==> src/rtl/lks_consts.svh <==
// offsets, field positions, reset values and timing counts of the lcd key scan block
`ifndef LKS_CONSTS_SVH
`define LKS_CONSTS_SVH
// register indices, byte address is four times the index
`define LKS_IDX_DMEM_FIRST 18'h0FA40
`define LKS_IDX_DMEM_LAST 18'h0FA57
`define LKS_IDX_CTRL 18'h0FA60
`define LKS_IDX_STATUS 18'h0FA61
`define LKS_IDX_INT_STAT 18'h0FA62
`define LKS_IDX_INT_MASK 18'h0FA63
`define LKS_IDX_RET_MODE 18'h0FA64
`define LKS_IDX_PAT_A 18'h0FA65
`define LKS_IDX_PAT_B 18'h0FA66
// control fields
`define LKS_CTRL_DISP_ON 0
`define LKS_CTRL_KS_EN 1
`define LKS_CTRL_MODE_LO 4
`define LKS_CTRL_MODE_HI 6
`define LKS_MODE_STATIC 3'h0
`define LKS_MODE_2 3'h1
`define LKS_MODE_3 3'h2
`define LKS_MODE_4 3'h3
`define LKS_MODE_8 3'h4
// interrupt status bits
`define LKS_INT_RETURN 0
`define LKS_INT_FRAME 1
// reset values
`define LKS_CTRL_RST 8'h00
`define LKS_BYTE_RST 8'h00
// timing: sys clock 4 ns, lcd clock period as printed in ns
`define LKS_SYS_PERIOD_NS 4
`define LKS_LCD_PERIOD_NS 244140
`define LKS_LCD_DIV (`LKS_LCD_PERIOD_NS / `LKS_SYS_PERIOD_NS)
// key return gating in lcd clocks
`define LKS_RET_HOLDOFF 4'h2
`define LKS_KS_LEN 4'h2
`define LKS_RESP_OKAY 2'h0
`define LKS_RESP_SLVERR 2'h2
`endif

==> src/rtl/lks_top_unused_placeholder.sv <==
// intentionally empty design unit file holding no logic
`timescale 1ns/1ns
`default_nettype none
`default_nettype wire

==> src/rtl/lks_pkg.sv <==
// types of the lcd key scan block
package lks_pkg;
  typedef enum logic [1:0] {
    ST_IDLE,
    ST_DISP,
    ST_KS_FIRST,
    ST_KS_LATTER
  } lks_state_t;
endpackage

==> src/rtl/lks_top.sv <==
// lcd segment sequencer with shared segment key scan, axi4-lite registers
//
// Overview of operation
// each segment takes its pattern from its own memory byte, bit n for common n
// eight-slot mode uses all eight bits, bit 0 to bit 7
// segments 0 to 23 read consecutive memory bytes FA40H to FA57H
// a selected segment sits opposite its common, polarity flipping every frame
// shared pins carry both segment drive and key scan levels
// key scan enable 0 gives plain frames, 1 inserts key scan periods
// return input is accepted only from two lcd clocks after flag rise
// enabled return pulled low in scan period sets flag; software clears it; code never sets it, the hold-off covers both lcd clocks of the scan period
// software starts key identification only after reading scan flag as 1
// software drives one scan pin low and watches which return reads low
// in scan periods shared pins output bits of the two pattern registers
// bits 0 to 3 drive first half, bits 4 to 7 latter half
// each half of the scan period lasts exactly one lcd clock
// no common is selected during scan periods
// software should program opposite levels in the two halves
// no scan periods in static mode
// return input ignored during last lcd clock of the scan period
// software sets return mode bit to 1 only for used return pins
// scan flag high through scan periods, low in display periods
`timescale 1ns/1ns
`default_nettype none
`include "lks_consts.svh"
module lks_top import lks_pkg::*; #(
  parameter int LCD_DIV = `LKS_LCD_DIV
) (
  // clock and reset
  input wire logic sys_clk,
  input wire logic rst_b,
  // axi4-lite write
  input wire logic [19:0] awaddr,
  input wire logic awvalid,
  output logic awready,
  input wire logic [31:0] wdata,
  input wire logic [3:0] wstrb,
  input wire logic wvalid,
  output logic wready,
  output logic [1:0] bresp,
  output logic bvalid,
  input wire logic bready,
  // axi4-lite read
  input wire logic [19:0] araddr,
  input wire logic arvalid,
  output logic arready,
  output logic [31:0] rdata,
  output logic [1:0] rresp,
  output logic rvalid,
  input wire logic rready,
  // lcd panel, segments 16..23 are shared scan output pins 0..7
  output logic [23:0] segmentOutput,
  output logic [7:0] commonSelect,
  output logic commonLevel,
  // key matrix and status
  input wire logic [7:0] returnInput,
  output logic scanPeriodFlag,
  output logic irq
);
  // ************************************************************
  // registers and state
  // ************************************************************
  logic [7:0] dispMem [0:23];
  logic [7:0] ctrl, intStat, intMask, returnMode, patA, patB;
  logic [7:0] retSync;
  logic [31:0] divCnt;
  logic lcdTick;
  lks_state_t state;
  logic [2:0] slot;
  logic [3:0] ksCnt;
  logic [2:0] slotLast;
  logic modeStatic, retHit, ksAccept, frameEnd;

  lks_sync u_lks_sync (
    .sys_clk(sys_clk),
    .rst_b(rst_b),
    .pinIn(returnInput),
    .pinSync(retSync)
  );

  // ************************************************************
  // lcd clock prescaler
  // ************************************************************
  logic [31:0] next_divCnt;
  logic next_lcdTick;

  // one-cycle tick per lcd clock period
  always_comb begin
    next_lcdTick = 1'b0;
    next_divCnt = divCnt + 32'h1;
    if (divCnt >= 32'(LCD_DIV - 1)) begin
      next_divCnt = 32'h0;
      next_lcdTick = 1'b1;
    end
  end

  always_ff @(posedge sys_clk or negedge rst_b) begin
    if (!rst_b) begin
      divCnt <= 32'h0;
      lcdTick <= 1'b0;
    end else begin
      divCnt <= next_divCnt;
      lcdTick <= next_lcdTick;
    end
  end

  // ************************************************************
  // frame sequencer
  // ************************************************************
  lks_state_t next_state;
  logic [2:0] next_slot;
  logic [3:0] next_ksCnt;
  logic next_commonLevel, next_scanPeriodFlag;
  logic [7:0] next_commonSelect;
  logic [23:0] next_segmentOutput;

  // last slot index per multiplex mode
  always_comb begin
    modeStatic = 1'b0;
    unique case (ctrl[`LKS_CTRL_MODE_HI:`LKS_CTRL_MODE_LO])
      `LKS_MODE_2: slotLast = 3'h1;
      `LKS_MODE_3: slotLast = 3'h2;
      `LKS_MODE_4: slotLast = 3'h3;
      `LKS_MODE_8: slotLast = 3'h7;
      default: begin
        slotLast = 3'h0;
        modeStatic = 1'b1;
      end
    endcase
  end

  // slot and scan period stepping, one slot or half per lcd clock
  always_comb begin
    next_state = state;
    next_slot = slot;
    next_ksCnt = ksCnt;
    next_commonLevel = commonLevel;
    frameEnd = 1'b0;
    unique case (state)
      ST_IDLE: begin
        next_slot = 3'h0;
        if (ctrl[`LKS_CTRL_DISP_ON] && lcdTick) begin
          next_state = ST_DISP;
        end
      end
      ST_DISP: begin
        if (!ctrl[`LKS_CTRL_DISP_ON]) begin
          next_state = ST_IDLE;
        end else if (lcdTick) begin
          if (slot >= slotLast) begin
            frameEnd = 1'b1;
            next_slot = 3'h0;
            next_commonLevel = ~commonLevel;
            if (ctrl[`LKS_CTRL_KS_EN] && !modeStatic) begin
              next_state = ST_KS_FIRST;
              next_ksCnt = 4'h0;
            end
          end else begin
            next_slot = slot + 3'h1;
          end
        end
      end
      ST_KS_FIRST: begin
        if (lcdTick) begin
          next_ksCnt = ksCnt + 4'h1;
          next_state = ST_KS_LATTER;
        end
      end
      ST_KS_LATTER: begin
        if (lcdTick) begin
          next_ksCnt = ksCnt + 4'h1;
          next_state = ctrl[`LKS_CTRL_DISP_ON] ? ST_DISP : ST_IDLE;
        end
      end
    endcase
  end

  // pin drive: segments opposite the common when selected, scan levels in scan periods
  always_comb begin
    next_commonSelect = 8'h00;
    next_segmentOutput = {24{next_commonLevel}};
    next_scanPeriodFlag = (next_state == ST_KS_FIRST) || (next_state == ST_KS_LATTER);
    if (next_state == ST_DISP) begin
      next_commonSelect[next_slot] = 1'b1;
      for (int i = 0; i < 24; i++) begin
        // selected bit flips the segment against the common level
        next_segmentOutput[i] = next_commonLevel ^ dispMem[i][next_slot];
      end
    end else if (next_state == ST_KS_FIRST) begin
      // commons stay deselected so the panel sees no select pulse
      next_segmentOutput[19:16] = patA[3:0];
      next_segmentOutput[23:20] = patB[3:0];
    end else if (next_state == ST_KS_LATTER) begin
      next_segmentOutput[19:16] = patA[7:4];
      next_segmentOutput[23:20] = patB[7:4];
    end
  end

  // return sampling window, excluding the hold-off and the final lcd clock
  always_comb begin
    ksAccept = scanPeriodFlag && (ksCnt >= `LKS_RET_HOLDOFF)
               && (ksCnt < `LKS_KS_LEN - 4'h1);
    retHit = ksAccept && |(~retSync & returnMode);
  end

  always_ff @(posedge sys_clk or negedge rst_b) begin
    if (!rst_b) begin
      state <= ST_IDLE;
      slot <= 3'h0;
      ksCnt <= 4'h0;
      commonLevel <= 1'b0;
      commonSelect <= 8'h00;
      segmentOutput <= 24'h000000;
      scanPeriodFlag <= 1'b0;
    end else begin
      state <= next_state;
      slot <= next_slot;
      ksCnt <= next_ksCnt;
      commonLevel <= next_commonLevel;
      commonSelect <= next_commonSelect;
      segmentOutput <= next_segmentOutput;
      scanPeriodFlag <= next_scanPeriodFlag;
    end
  end

  // ************************************************************
  // axi4-lite slave and register file
  // ************************************************************
  logic [17:0] wIdx, rIdx;
  logic wrFire, rdFire, memWe;
  logic [4:0] memAddr;
  logic next_awready, next_wready, next_bvalid, next_arready, next_rvalid;
  logic [1:0] next_bresp, next_rresp;
  logic [31:0] next_rdata;
  logic [7:0] next_ctrl, next_intStat, next_intMask, next_returnMode, next_patA, next_patB;
  logic next_irq;
  logic [7:0] wByte;

  // both write channels taken together, one transaction at a time
  always_comb begin
    wIdx = awaddr[19:2];
    rIdx = araddr[19:2];
    wByte = wdata[7:0];
    wrFire = awvalid && awready && wvalid && wready;
    rdFire = arvalid && arready;
    next_awready = awvalid && wvalid && !bvalid && !awready;
    next_wready = awvalid && wvalid && !bvalid && !awready;
    next_arready = arvalid && !rvalid && !arready;
    next_bvalid = bvalid && !bready;
    next_bresp = bresp;
    next_rvalid = rvalid && !rready;
    next_rresp = rresp;
    next_rdata = rdata;
    next_ctrl = ctrl;
    next_intMask = intMask;
    next_returnMode = returnMode;
    next_patA = patA;
    next_patB = patB;
    next_intStat = intStat;
    memWe = 1'b0;
    memAddr = 5'(wIdx - `LKS_IDX_DMEM_FIRST);
    if (wrFire) begin
      next_bvalid = 1'b1;
      next_bresp = `LKS_RESP_OKAY;
      if (wIdx >= `LKS_IDX_DMEM_FIRST && wIdx <= `LKS_IDX_DMEM_LAST) begin
        memWe = wstrb[0];
      end else if (wIdx == `LKS_IDX_CTRL) begin
        if (wstrb[0]) next_ctrl = wByte;
      end else if (wIdx == `LKS_IDX_INT_STAT) begin
        if (wstrb[0]) next_intStat = intStat & ~wByte;
      end else if (wIdx == `LKS_IDX_INT_MASK) begin
        if (wstrb[0]) next_intMask = wByte;
      end else if (wIdx == `LKS_IDX_RET_MODE) begin
        if (wstrb[0]) next_returnMode = wByte;
      end else if (wIdx == `LKS_IDX_PAT_A) begin
        if (wstrb[0]) next_patA = wByte;
      end else if (wIdx == `LKS_IDX_PAT_B) begin
        if (wstrb[0]) next_patB = wByte;
      end else if (wIdx != `LKS_IDX_STATUS) begin
        next_bresp = `LKS_RESP_SLVERR;
      end
    end
    // hardware set wins over a clear in the same cycle
    if (retHit) next_intStat[`LKS_INT_RETURN] = 1'b1;
    if (frameEnd) next_intStat[`LKS_INT_FRAME] = 1'b1;
    next_irq = |(next_intStat & next_intMask);
    if (rdFire) begin
      next_rvalid = 1'b1;
      next_rresp = `LKS_RESP_OKAY;
      next_rdata = 32'h0;
      if (rIdx >= `LKS_IDX_DMEM_FIRST && rIdx <= `LKS_IDX_DMEM_LAST) begin
        next_rdata[7:0] = dispMem[5'(rIdx - `LKS_IDX_DMEM_FIRST)];
      end else if (rIdx == `LKS_IDX_CTRL) begin
        next_rdata[7:0] = ctrl;
      end else if (rIdx == `LKS_IDX_STATUS) begin
        // polled by software before key identification
        next_rdata[7:0] = {3'h0, slot, commonLevel, scanPeriodFlag};
      end else if (rIdx == `LKS_IDX_INT_STAT) begin
        next_rdata[7:0] = intStat;
      end else if (rIdx == `LKS_IDX_INT_MASK) begin
        next_rdata[7:0] = intMask;
      end else if (rIdx == `LKS_IDX_RET_MODE) begin
        next_rdata[7:0] = returnMode;
      end else if (rIdx == `LKS_IDX_PAT_A) begin
        next_rdata[7:0] = patA;
      end else if (rIdx == `LKS_IDX_PAT_B) begin
        next_rdata[7:0] = patB;
      end else begin
        next_rresp = `LKS_RESP_SLVERR;
      end
    end
  end

  always_ff @(posedge sys_clk or negedge rst_b) begin
    if (!rst_b) begin
      awready <= 1'b0;
      wready <= 1'b0;
      bvalid <= 1'b0;
      bresp <= `LKS_RESP_OKAY;
      arready <= 1'b0;
      rvalid <= 1'b0;
      rresp <= `LKS_RESP_OKAY;
      rdata <= 32'h0;
      ctrl <= `LKS_CTRL_RST;
      intStat <= `LKS_BYTE_RST;
      intMask <= `LKS_BYTE_RST;
      returnMode <= `LKS_BYTE_RST;
      patA <= `LKS_BYTE_RST;
      patB <= `LKS_BYTE_RST;
      irq <= 1'b0;
    end else begin
      awready <= next_awready;
      wready <= next_wready;
      bvalid <= next_bvalid;
      bresp <= next_bresp;
      arready <= next_arready;
      rvalid <= next_rvalid;
      rresp <= next_rresp;
      rdata <= next_rdata;
      ctrl <= next_ctrl;
      intStat <= next_intStat;
      intMask <= next_intMask;
      returnMode <= next_returnMode;
      patA <= next_patA;
      patB <= next_patB;
      irq <= next_irq;
    end
  end

  // display memory has no reset; software fills it before display on
  always_ff @(posedge sys_clk) begin
    if (memWe) begin
      dispMem[memAddr] <= wByte;
    end
  end
endmodule
`default_nettype wire

==> src/rtl/lks_sync.sv <==
// two-flop synchroniser for the key return pins
`timescale 1ns/1ns
`default_nettype none
module lks_sync (
  // clock and reset
  input wire logic sys_clk,
  input wire logic rst_b,
  // pins and synchronised levels
  input wire logic [7:0] pinIn,
  output logic [7:0] pinSync
);
  logic [7:0] stage1;
  logic [7:0] next_stage1;
  logic [7:0] next_pinSync;

  // stage one feeds only stage two
  always_comb begin
    next_stage1 = pinIn;
    next_pinSync = stage1;
  end

  // idle level of a return line is high
  always_ff @(posedge sys_clk or negedge rst_b) begin
    if (!rst_b) begin
      stage1 <= 8'hFF;
      pinSync <= 8'hFF;
    end else begin
      stage1 <= next_stage1;
      pinSync <= next_pinSync;
    end
  end
endmodule
`default_nettype wire

==> config.mk <==
export PLATFORM = sky130hd
export DESIGN_NAME = lks_top
export DESIGN_NICKNAME = d
export VERILOG_FILES = /design/src/rtl/lks_top_unused_placeholder.sv /design/src/rtl/lks_pkg.sv /design/src/rtl/lks_top.sv /design/src/rtl/lks_sync.sv
export VERILOG_INCLUDE_DIRS = /design/src /design/src/rtl
export SDC_FILE = /design/constraint.sdc
export NUM_CORES = 1
export LEC_CHECK = 0
export ABC_AREA = 0
export BUFFER_PORTS_ARGS = -buffer_cell sky130_fd_sc_hd__buf_2
export CAP_MARGIN = 0
export CORE_MARGIN = 2
export CORE_UTILIZATION = 35
export CTS_CLUSTER_SIZE = 40
export DETAILED_ROUTE_END_ITERATION = 7
export PLACE_DENSITY = 0.63
export SKIP_LAST_GASP = 1
export SLEW_MARGIN = 20
export SYNTH_ARGS = -nofsm -noshare
export SYNTH_HDL_FRONTEND = slang
export SYNTH_SLANG_ARGS = --single-unit
==> constraint.sdc <==
create_clock -name sys_clk -period 9.2 [get_ports sys_clk]
set_input_delay 0.92 -clock sys_clk [delete_from_list [all_inputs] [get_ports sys_clk]]
set_output_delay 0.92 -clock sys_clk [all_outputs]
set_load 0.02 [all_outputs]
==> results of run 1 <==
==> path summary, 6_finish.rpt <==
path | slack (ns) | depth (start not counted) | endpoint
worst min register to register | 0.35 | 0 | u_lks_sync.pinSync[1]
worst max-delay path | 4.10 | 13 | segmentOutput[22]
max in group asynchronous | 7.61 | 2 | divCnt[18]
worst max register to register | 4.10 | 13 | segmentOutput[22]
min in group asynchronous | 0.37 | 1 | divCnt[5]
worst min-delay path | 0.35 | 0 | u_lks_sync.pinSync[1]
==> metal layers <==
| layer | wire (um) | share of wire [%] |
|---|---|---|
| met5 | 0 | 0 |
| met4 | 1414 | 2.8 |
| met3 | 4037 | 8.1 |
| met2 | 23280 | 47 |
| met1 | 21100 | 42 |
==> critical path, delay by kind of cell (launching register included) <==
family / cells / cell delay (ns)
AO/OA/AOI/OAI: 8 / 2.56
buffers and inverters: 2 / 1.10
adder cells (fa/ha/maj): 1 / 0.29
flip-flops: 1 / 0.42
AND/OR/NAND/NOR: 2 / 0.61
==> power groups by stage <==
stage / registers (W) / clock network, W / logic [W]
after floorplan: 0.00199 / 0 / 0.000112
after global placement: 0.00197 / 0 / 0.000218
after detailed placement: 0.00198 / 0 / 0.000221
after CTS: 0.00194 / 0.00170 / 0.000221
after global routing: 0.00194 / 0.00176 / 0.000238
final: 0.00194 / 0.00166 / 0.000220
==> cells in the mapped netlist (all sizes together), types with 25 or more instances <==
master  count  area share [%]
o21ai      47             1.4
mux4       74             9.3
dfrtp     139              19
edfxtp    240              40
o22ai      28            0.98
xnor2      25             1.2
nand3      39             1.1
mux2i      47             2.6
mux2       59             3.7
a21oi      37             1.0
nor2       95             2.1
buf        71             2.5
nand2     109             2.3
==> logic make-up after synthesis <==
family | Yosys count | share of synthesized area (%)
muxes | 180 | 15.60
other | 1 | 0.02089
buffers and inverters | 122 | 3.561
AOI/OAI and AO/OA | 212 | 7.889
and+or+nand+nor | 320 | 8.690
adders and majority gates | 9 | 0.6272
xor gates and xnor gates | 36 | 1.756
DFF | 395 | 61.85
==> final cells by class <==
| cell class | count | area (um^2) | share of cell area, % |
|---|---|---|---|
| Tap cell | 680 | 850.8 | 4.119 |
| Clock inverter | 17 | 147.6 | 0.7148 |
| Multi-Input combinational cell | 847 | 6560 | 31.76 |
| Clock buffer | 60 | 1200 | 5.809 |
| Sequential cell | 395 | 11110 | 53.77 |
| Timing Repair Buffer | 126 | 688.2 | 3.332 |
| Inverter | 27 | 102.6 | 0.4967 |
==> through the flow <==
stage               instances  area [um^2]  setup slack, ns  total power, W  utilization [%]
global placement         2075        19300            4.232        0.002192            37.86
detailed placement       2075        19300            4.165        0.002198            37.86
floorplan                1364        18290            6.116        0.002097                -
CTS                      2152        20650            4.143        0.003858            40.50
finish                   2152        20650            4.096        0.003825            40.51
global route             2152        20650            3.901        0.003938            40.51
==> Flow_metrics.wiki, run 1 <==
{| class="wikitable"
! Metric !! Value
|-
| Fmax || 195.9 MHz
|-
| Routed WL || 49840 um
|-
| Maximum buffer depth of the clock tree || 3
|-
| Type of the worst setup path || reg2reg
|-
| Clock transition at path regs || 0.06 ns
|-
| Largest regs || dispMem x240, divCnt x32, segmentOutput x24
|-
| Critical path arrival || 5.54 ns
|-
| Mean routed wirelength per cell || 23.16 um
|-
| Worst hold margin || 0.3549 ns
|-
| RD Place Congestion || 0.8693
|-
| Outcome || finished, final reports clean
|-
| Most common cell after layout, fill and taps aside || sky130_fd_sc_hd__edfxtp_1
|-
| Kind of launch point of the worst setup path || register
|-
| Initial antenna violation count || 0
|-
| Number of pins with negative max-slew slack in the final report || 0
|-
| Max Clock Skew || 0.01445 ns
|-
| Number of buffers created by CTS || 42
|-
| Number of antenna diodes || 0
|-
| Register with the most flip-flops || dispMem
|-
| Startpoint of the worst-slack reg-to-reg timing path || ctrl[5]
|-
| Final routed DRC violation total || 0
|-
| Buffers inserted by post-CTS timing repair || 0
|-
| Start point of the worst hold path || u_lks_sync.next_pinSync[1]
|-
| Power share of the clock group || 43.5%
|-
| Aggregate negative setup slack || 0 ns
|-
| Total power per unit cell area || 185.2 mW/mm^2
|-
| Share of power burned in combinational logic || 5.8%
|-
| Share of final-layout standard cells stronger than drive strength 1 || 24.25%
|-
| Critical Path Max Stage Delay || 0.79 ns
|-
| Core box area || 0.05099 mm^2
|-
| Final number of hold-violating endpoints || 0
|-
| Insertion delay to the later sink of the worst-skew pair || 0.55 ns
|-
| Number of enable flip-flop cells after synthesis || 240
|-
| Internal cell power || 0.002967 W
|-
| Max transition margin || 24.24%
|-
| Switching portion of total power || 22.43%
|-
| Detailed placer's ending HPWL || 32410 um
|-
| CTS sink count || 395
|-
| Period Utilization, post-route || 55.48%
|-
| Synth async-reset ratio || 39.24%
|-
| Proportion of synthesized chip area in sequential cells || 61.85%
|-
| Setup repair after global routing missed its margin || no
|-
| Pin count of the biggest net entering global routing || 85
|-
| Area delta synth->final || 15.04%
|-
| Global-route met3 utilization || 2.964%
|-
| Power share of the sequential group || 50.7%
|-
| Crit path cell chain || or3b_2 -> a21boi_0 -> ha_1 -> nand2_1 -> o21ai_2 -> o21a_2 -> buf_4 -> inv_2 -> o21ai_1 -> o32ai_1 -> a211oi_1 -> o211ai_1 -> a31oi_1
|-
| GR met2 Demand/Resource || 29.66%
|-
| Cell row count || 83
|-
| Leakage || 8.065 nW
|-
| Switching power of the nets || 0.0008582 W
|-
| Total Die Area || 0.05313 mm^2
|-
| Synthesized cell area || 0.01795 mm^2
|-
| Slowest stage cell on the critical path || sky130_fd_sc_hd__o21ai_1
|-
| Port Buf Inserts || 109
|-
| Hold_buf cts || 0
|-
| Count of distinct cell types in the synthesized netlist || 79
|-
| Most frequent cells in the layout || sky130_fd_sc_hd__edfxtp_1, sky130_fd_sc_hd__dfrtp_1, sky130_fd_sc_hd__nand2_1
|-
| IR Drop Worst-Case VDD || 0.0001130 V
|-
| Post-Synthesis Cells || 1275
|-
| Final #Nets || 1539
|-
| Routing usage on met1 || 26.18%
|-
| Kind of end point of the critical path || register
|-
| Horizontal extent of the die || 230.5 um
|-
| FILL cells || 4711
|-
| Slew at the pin closest to its max-slew limit || 1.130 ns
|-
| Number of vias after detailed routing || 11720
|-
| Path class of the lowest-slack min-delay path || reg2reg
|-
| Via count of the first global-routing pass || 11550
|-
| DRC violation total after the first TritonRoute iteration || 1472
|-
| Largest register FFs || 240
|-
| Most used flip-flop cell after synthesis || sky130_fd_sc_hd__edfxtp_1
|-
| Clock tree from TritonCTS || done
|-
| Final global-route overflow total || 0
|-
| Wire length of the first global-routing pass || 74260 um
|-
| Critical path peak fanout || 49
|-
| Die Height || 230.5 um
|-
| Total global routing track utilization || 18.61%
|-
| Post-layout minimum cycle time || 5.104 ns
|-
| Setup violators final || 0
|-
| Worst setup path start || ctrl[5]
|-
| Yosys synthesis warning count || 0
|-
| GRT busiest layer || met2
|-
| Initial standard-cell utilization of the core || 35.21%
|-
| Register bit count reported by yosys || 395
|-
| Via-to-Cell Ratio || 5.446
|-
| Total of max-cap violations || 0
|-
| Required time of the worst setup path || 9.64 ns
|-
| Mean area per synthesized cell || 14.08 um^2
|-
| Number of primary I/O pins || 167
|-
| Post-CTS resize count || 0
|-
| Max H-tree Level || 2
|-
| Root cell of the clock tree || sky130_fd_sc_hd__clkbuf_16
|-
| Detailed-router iteration count before antenna repair || 6
|-
| Post-detailed-route count of antenna-violating nets || 0
|}
Power figures use the tool's default switching activity.
==> run 2, diff against run 1 <==
- PLACE_DENSITY: 0.63 -> 0.65
- clock period: 9.2 -> 4.4 ns (I/O delays scaled with it)
==> run 2 against run 1 <==
Net effect: cell area up 1.9%; combinational power grew 110%; flip-flop and latch count stayed put; sequential power increased by 110%; hold slack lost 0.29 ns.
==> Flow_metrics.wiki, run 2 (synthesis results as in run 1) <==
{| class="wikitable"
! Metric !! Value
|-
| FILL cells || 4677
|-
| Placed cell areas || 0.01947 mm^2
|-
| Initial standard-cell utilization of the core || 35.21%
|-
| Number of primary I/O pins || 167
|-
| Final number of hold-violating endpoints || 0
|-
| Clock tree from TritonCTS || done
|-
| IR Drop Worst-Case VDD || 0.0002365 V
|-
| Detailed placer's ending HPWL || 34150 um
|-
| Buffers inserted by post-CTS timing repair || 0
|-
| Slew at the pin closest to its max-slew limit || 1.065 ns
|-
| Number of buffers created by CTS || 42
|-
| Die Height || 230.5 um
|-
| Critical path peak fanout || 48
|-
| Final global-route overflow total || 0
|-
| Via-to-Cell Ratio || 5.414
|-
| Critical path arrival || 4.36 ns
|-
| Wire length of the first global-routing pass || 74950 um
|-
| Post-route design area || 0.02104 mm^2
|-
| Largest regs || dispMem x240, divCnt x32, segmentOutput x24
|-
| Register with the most flip-flops || dispMem
|-
| Number of vias after detailed routing || 11810
|-
| Type of the worst setup path || reg2reg
|-
| Cell row count || 83
|-
| Worst hold margin || 0.06577 ns
|-
| Setup violators final || 0
|-
| Mean routed wirelength per cell || 22.88 um
|-
| Outcome || finished, final reports clean
|-
| Clock transition at path regs || 0.06 ns
|-
| Crit path cell chain || or3b_2 -> a21boi_0 -> ha_1 -> nand2_1 -> o21ai_2 -> o21a_2 -> buf_4 -> nand2_1 -> o221ai_1 -> a211oi_1 -> xnor2_1 -> o21ai_1
|-
| Final #Nets || 1567
|-
| FF/Latch Area || 0.01111 mm^2
|-
| Most frequent cells in the layout || sky130_fd_sc_hd__edfxtp_1, sky130_fd_sc_hd__dfrtp_1, sky130_fd_sc_hd__nand2_1
|-
| Total global routing track utilization || 18.83%
|-
| Max Clock Skew || 0.01599 ns
|-
| Insertion delay to the later sink of the worst-skew pair || 0.55 ns
|-
| Initial antenna violation count || 1
|-
| Aggregate negative setup slack || 0 ns
|-
| Critical Path Max Stage Delay || 0.55 ns
|-
| Total power per unit cell area || 392.6 mW/mm^2
|-
| Cell type with the highest occurrence count on the critical path || sky130_fd_sc_hd__nand2_1
|-
| Routed WL || 49930 um
|-
| Footprint of the multi-input gates || 0.006560 mm^2
|-
| Kind of launch point of the worst setup path || register
|-
| Post-layout minimum cycle time || 3.966 ns
|-
| Largest register FFs || 240
|-
| Fmax || 252.1 MHz
|-
| Leakage || 8.264 nW
|-
| Post-CTS resize count || 0
|-
| Port Buf Inserts || 109
|-
| Pin count of the biggest net entering global routing || 88
|-
| Area delta synth->final || 17.18%
|-
| Kind of end point of the critical path || register
|-
| Total of max-cap violations || 0
|-
| Final routed DRC violation total || 0
|-
| Overall power || 0.008260 W
|-
| Max transition margin || 29.00%
|-
| DRC violation total after the first TritonRoute iteration || 1194
|-
| Via count of the first global-routing pass || 11720
|-
| Hold_buf cts || 9
|-
| Slowest stage cell on the critical path || sky130_fd_sc_hd__buf_4
|-
| Worst Path Buf+Inv || 1
|-
| Path class of the lowest-slack min-delay path || in2reg
|-
| Total Die Area || 0.05313 mm^2
|-
| Largest delay share family, worst path || compound AO/OA/AOI/OAI gates
|-
| Share of final-layout standard cells stronger than drive strength 1 || 25.25%
|-
| Detailed-router iteration count before antenna repair || 6
|-
| Post-detailed-route count of antenna-violating nets || 0
|-
| Horizontal extent of the die || 230.5 um
|-
| Root cell of the clock tree || sky130_fd_sc_hd__clkbuf_16
|-
| Period Utilization, post-route || 90.14%
|-
| Number of pins with negative max-slew slack in the final report || 0
|-
| RD Place Congestion || 0.8859
|-
| Most common cell after layout, fill and taps aside || sky130_fd_sc_hd__edfxtp_1
|-
| Setup repair after global routing missed its margin || no
|-
| CTS sink count || 395
|-
| Maximum buffer depth of the clock tree || 3
|-
| Required time of the worst setup path || 4.79 ns
|-
| Core box area || 0.05099 mm^2
|-
| Max H-tree Level || 2
|}
## run 2: cell types whose count changed in the layout (fill, tap and decap cells not counted)
cell and delta:
sky130_fd_sc_hd__clkbuf_16 +4, sky130_fd_sc_hd__clkinvlp_4 -1, sky130_fd_sc_hd__bufinv_16 +3, sky130_fd_sc_hd__buf_4 +18, sky130_fd_sc_hd__diode_2 +1, sky130_fd_sc_hd__buf_12 +2, sky130_fd_sc_hd__clkinvlp_2 +1, sky130_fd_sc_hd__clkbuf_8 -4
sky130_fd_sc_hd__inv_4 -1, sky130_fd_sc_hd__buf_6 -1, sky130_fd_sc_hd__clkbuf_1 -2, sky130_fd_sc_hd__dlygate4sd3_1 +9, sky130_fd_sc_hd__inv_6 +1
## run 2: worst register-to-register path: cells and delay by family, from the launching register on
kind	cells	cell delay [ns]
XOR/XNOR	1	0.17
AND/OR/NAND/NOR	3	1.14
buffers and inverters	1	0.55
AO/OA/AOI/OAI	6	1.27
flip-flops	1	0.41
adder cells (fa/ha/maj)	1	0.28
## run 2: stage by stage
step | cells | utilization (%) | worst slack [ns]
global route | 2181 | 41.26 | 0.1571
detailed placement | 2094 | 38.19 | 0.4695
floorplan | 1364 | - | 1.355
finish | 2182 | 41.26 | 0.4337
CTS | 2181 | 41.26 | 0.4627
global placement | 2094 | 38.19 | 0.5749
## run 2: routing by layer
| metal | GRT usage [%] | vias up | routed length, um |
|---|---|---|---|
| li1 | - | 5132 | - |
| met1 | 24.84 | 5977 | 19940 |
| met2 | 31.31 | 617 | 24070 |
| met3 | 3.644 | 87 | 4454 |
| met4 | 6.129 | 0 | 1467 |
| met5 | 0 | - | 0 |
## run 2: layout make-up
| class | count | share of cell area, % |
|---|---|---|
| flip-flops and latches | 395 | 52.79 |
| multi-input cells | 847 | 31.18 |
| inverters | 27 | 0.4877 |
| well taps | 680 | 4.044 |
| diodes | 1 | 0.01189 |
| clock buffers | 58 | 5.882 |
| repair buffers | 154 | 4.478 |
| clock inverters | 20 | 1.130 |
## run 2: worst paths after layout
path                                             from                     to  slack, ns  cells after the start
setup / recovery                              ctrl[5]      segmentOutput[20]       0.43                     12
hold / removal                                 bready                 bvalid       0.07                      2
setup reg to reg                              ctrl[5]      segmentOutput[20]       0.43                     12
hold reg to reg            u_lks_sync.next_pinSync[2]  u_lks_sync.pinSync[2]       0.36                      0
max in group asynchronous                       rst_b  u_lks_sync.pinSync[4]       2.92                      3
min in group asynchronous                       rst_b      segmentOutput[15]       0.45                      2
## run 2: where the power goes
group	switching [W]	internal, W
clock network	0.00147	0.00227
logic	0.000302	0.000165
registers	0.0000314	0.00403
total	0.00180	0.00646
==> run 3, diff against run 2 <==
- CELL_PAD_IN_SITES_DETAIL_PLACEMENT: default -> 0
- CELL_PAD_IN_SITES_GLOBAL_PLACEMENT: default -> 1
- PLACE_DENSITY: 0.65 -> 0.73
==> run 3 against run 2 <==
Net effect: largest cell class unchanged; cell count fell by 0.14%; total power fell by 0.55%; register-to-register slack about the same; die area unchanged; clock skew about the same.
==> Flow_metrics.wiki, run 3 (synthesis results as in run 1) <==
{| class="wikitable"
! Metric !! Value
|-
| Outcome || finished, final reports clean
|-
| Root cell of the clock tree || sky130_fd_sc_hd__clkbuf_16
|-
| Initial standard-cell utilization of the core || 35.21%
|-
| Mean routed wirelength per cell || 23.29 um
|-
| CTS sink count || 395
|-
| Clock tree from TritonCTS || done
|-
| Number of pins with negative max-slew slack in the final report || 0
|-
| Wire length of the first global-routing pass || 74510 um
|-
| Horizontal extent of the die || 230.5 um
|-
| Final global-route overflow total || 0
|-
| Number of buffers created by CTS || 44
|-
| Core box area || 0.05099 mm^2
|-
| Max transition margin || 27.93%
|-
| Total power per unit cell area || 391.2 mW/mm^2
|-
| Required time of the worst setup path || 4.88 ns
|-
| Post-layout minimum cycle time || 3.955 ns
|-
| Final routed DRC violation total || 0
|-
| Die Height || 230.5 um
|-
| Via-to-Cell Ratio || 5.373
|-
| Post-detailed-route count of antenna-violating nets || 0
|-
| Number of vias after detailed routing || 11710
|-
| Largest register FFs || 240
|-
| Share of final-layout standard cells stronger than drive strength 1 || 24.95%
|-
| DRC violation total after the first TritonRoute iteration || 1120
|-
| Most frequent cells in the layout || sky130_fd_sc_hd__edfxtp_1, sky130_fd_sc_hd__dfrtp_1, sky130_fd_sc_hd__nand2_1
|-
| Area delta synth->final || 16.95%
|-
| Kind of launch point of the worst setup path || register
|-
| Total global routing track utilization || 19.00%
|-
| Clock transition at path regs || 0.06 ns
|-
| Port Buf Inserts || 109
|-
| Routed WL || 50760 um
|-
| Maximum buffer depth of the clock tree || 3
|-
| Pin count of the biggest net entering global routing || 110
|-
| Post-CTS resize count || 0
|-
| Initial antenna violation count || 0
|-
| Max Clock Skew || 0.01619 ns
|-
| Kind of end point of the critical path || register
|-
| RD Place Congestion || 0.8832
|-
| Most common cell after layout, fill and taps aside || sky130_fd_sc_hd__edfxtp_1
|-
| Setup repair after global routing missed its margin || no
|-
| Register with the most flip-flops || dispMem
|-
| Cell row count || 83
|-
| Total Die Area || 0.05313 mm^2
|-
| Type of the worst setup path || reg2reg
|-
| Period Utilization, post-route || 89.89%
|-
| Fmax || 252.8 MHz
|-
| Largest regs || dispMem x240, divCnt x32, segmentOutput x24
|-
| Detailed placer's ending HPWL || 34390 um
|-
| Leakage || 8.255 nW
|-
| Max H-tree Level || 2
|-
| Via count of the first global-routing pass || 11610
|-
| Setup violators final || 0
|-
| Path class of the lowest-slack min-delay path || in2reg
|-
| Aggregate negative setup slack || 0 ns
|-
| Total of max-cap violations || 0
|-
| Number of antenna diodes || 0
|-
| Critical path arrival || 4.43 ns
|-
| Final number of hold-violating endpoints || 0
|-
| Slew at the pin closest to its max-slew limit || 1.074 ns
|-
| Insertion delay to the later sink of the worst-skew pair || 0.57 ns
|-
| Number of primary I/O pins || 167
|-
| FILL cells || 4698
|-
| IR Drop Worst-Case VDD || 0.0002771 V
|-
| Overall power || 0.008215 W
|-
| Detailed-router iteration count before antenna repair || 5
|-
| Critical path peak fanout || 7
|-
| Final #Nets || 1565
|}
==> run 3: cell count changes in the layout (fill, tap and decap cells not counted), sizes merged, moves of 2 or more <==
cell / before / now
clkinvlp: 4 / 1
buf: 145 / 141
bufinv: 5 / 2
inv: 26 / 24
clkbuf: 58 / 67
==> run 3: path summary, 6_finish.rpt <==
| path | from | endpoint | slack (ns) | depth (start not counted) |
|---|---|---|---|---|
| min in group asynchronous | rst_b | segmentOutput[13] | 0.42 | 2 |
| min reg2reg | u_lks_sync.next_pinSync[3] | u_lks_sync.pinSync[3] | 0.35 | 0 |
| max reg2reg | ctrl[5] | segmentOutput[22] | 0.44 | 11 |
| min | bready | bvalid | 0.05 | 2 |
| max | ctrl[5] | segmentOutput[22] | 0.44 | 11 |
| max in group asynchronous | rst_b | returnMode[2] | 2.96 | 3 |
==> run 3: what timing repair did <==
item                      in CTS  in global routing
hold buffers                   9                  0
buffers inserted               0                  0
hold endpoints to repair      46                  0
==> run 3: worst max-delay path, stage by stage, from the launching register on <==
cell	delay [ns]
sky130_fd_sc_hd__dfrtp_1	0.41
sky130_fd_sc_hd__or3b_2	0.53
sky130_fd_sc_hd__a21boi_0	0.15
sky130_fd_sc_hd__ha_1	0.28
sky130_fd_sc_hd__nand2_1	0.07
sky130_fd_sc_hd__o211a_1	0.24
sky130_fd_sc_hd__o211a_1	0.27
sky130_fd_sc_hd__o21ai_1	0.86
sky130_fd_sc_hd__o32ai_1	0.22
sky130_fd_sc_hd__a211oi_1	0.49
sky130_fd_sc_hd__o211ai_1	0.17
sky130_fd_sc_hd__a31oi_1	0.20
==> run 3: where the power goes <==
group | internal [W] | switching, W | total, W
combinational | 0.000166 | 0.000303 | 0.000469
sequential | 0.00403 | 0.0000315 | 0.00406
clock | 0.00221 | 0.00148 | 0.00369
total | 0.00640 | 0.00181 | 0.00821
==> run 3: layout make-up <==
class,instances,area [um^2],area share [%]
clock inverters,13,116.4,0.5541
flip-flops and latches,395,11110,52.89
inverters,27,102.6,0.4886
clock buffers,67,1339,6.375
repair buffers,150,924.6,4.403
multi-input cells,847,6560,31.24
well taps,680,850.8,4.052
==> run 3: stage by stage <==
stage,cell area [um^2],hold WS (ns),instances,setup WS [ns],utilization (%)
after floorplan,18290,0.1444,1364,1.355,-
after global placement,19450,0.3475,2090,0.4998,38.15
after detailed placement,19450,0.3468,2090,0.5683,38.15
after CTS,21000,0.01812,2179,0.5345,41.18
after global routing,21000,0.03993,2179,0.3397,41.18
final,21000,0.04596,2179,0.4449,41.18
==> run 3: per-layer routing <==
layer,routed length [um],up-vias,share of wire (%),global-route usage (%)
met5,0,-,0,0
met4,1876,0,3.7,7.218
met3,4680,98,9.2,4.335
met2,23440,589,46,30.25
met1,20760,5899,41,25.37
li1,-,5122,-,-
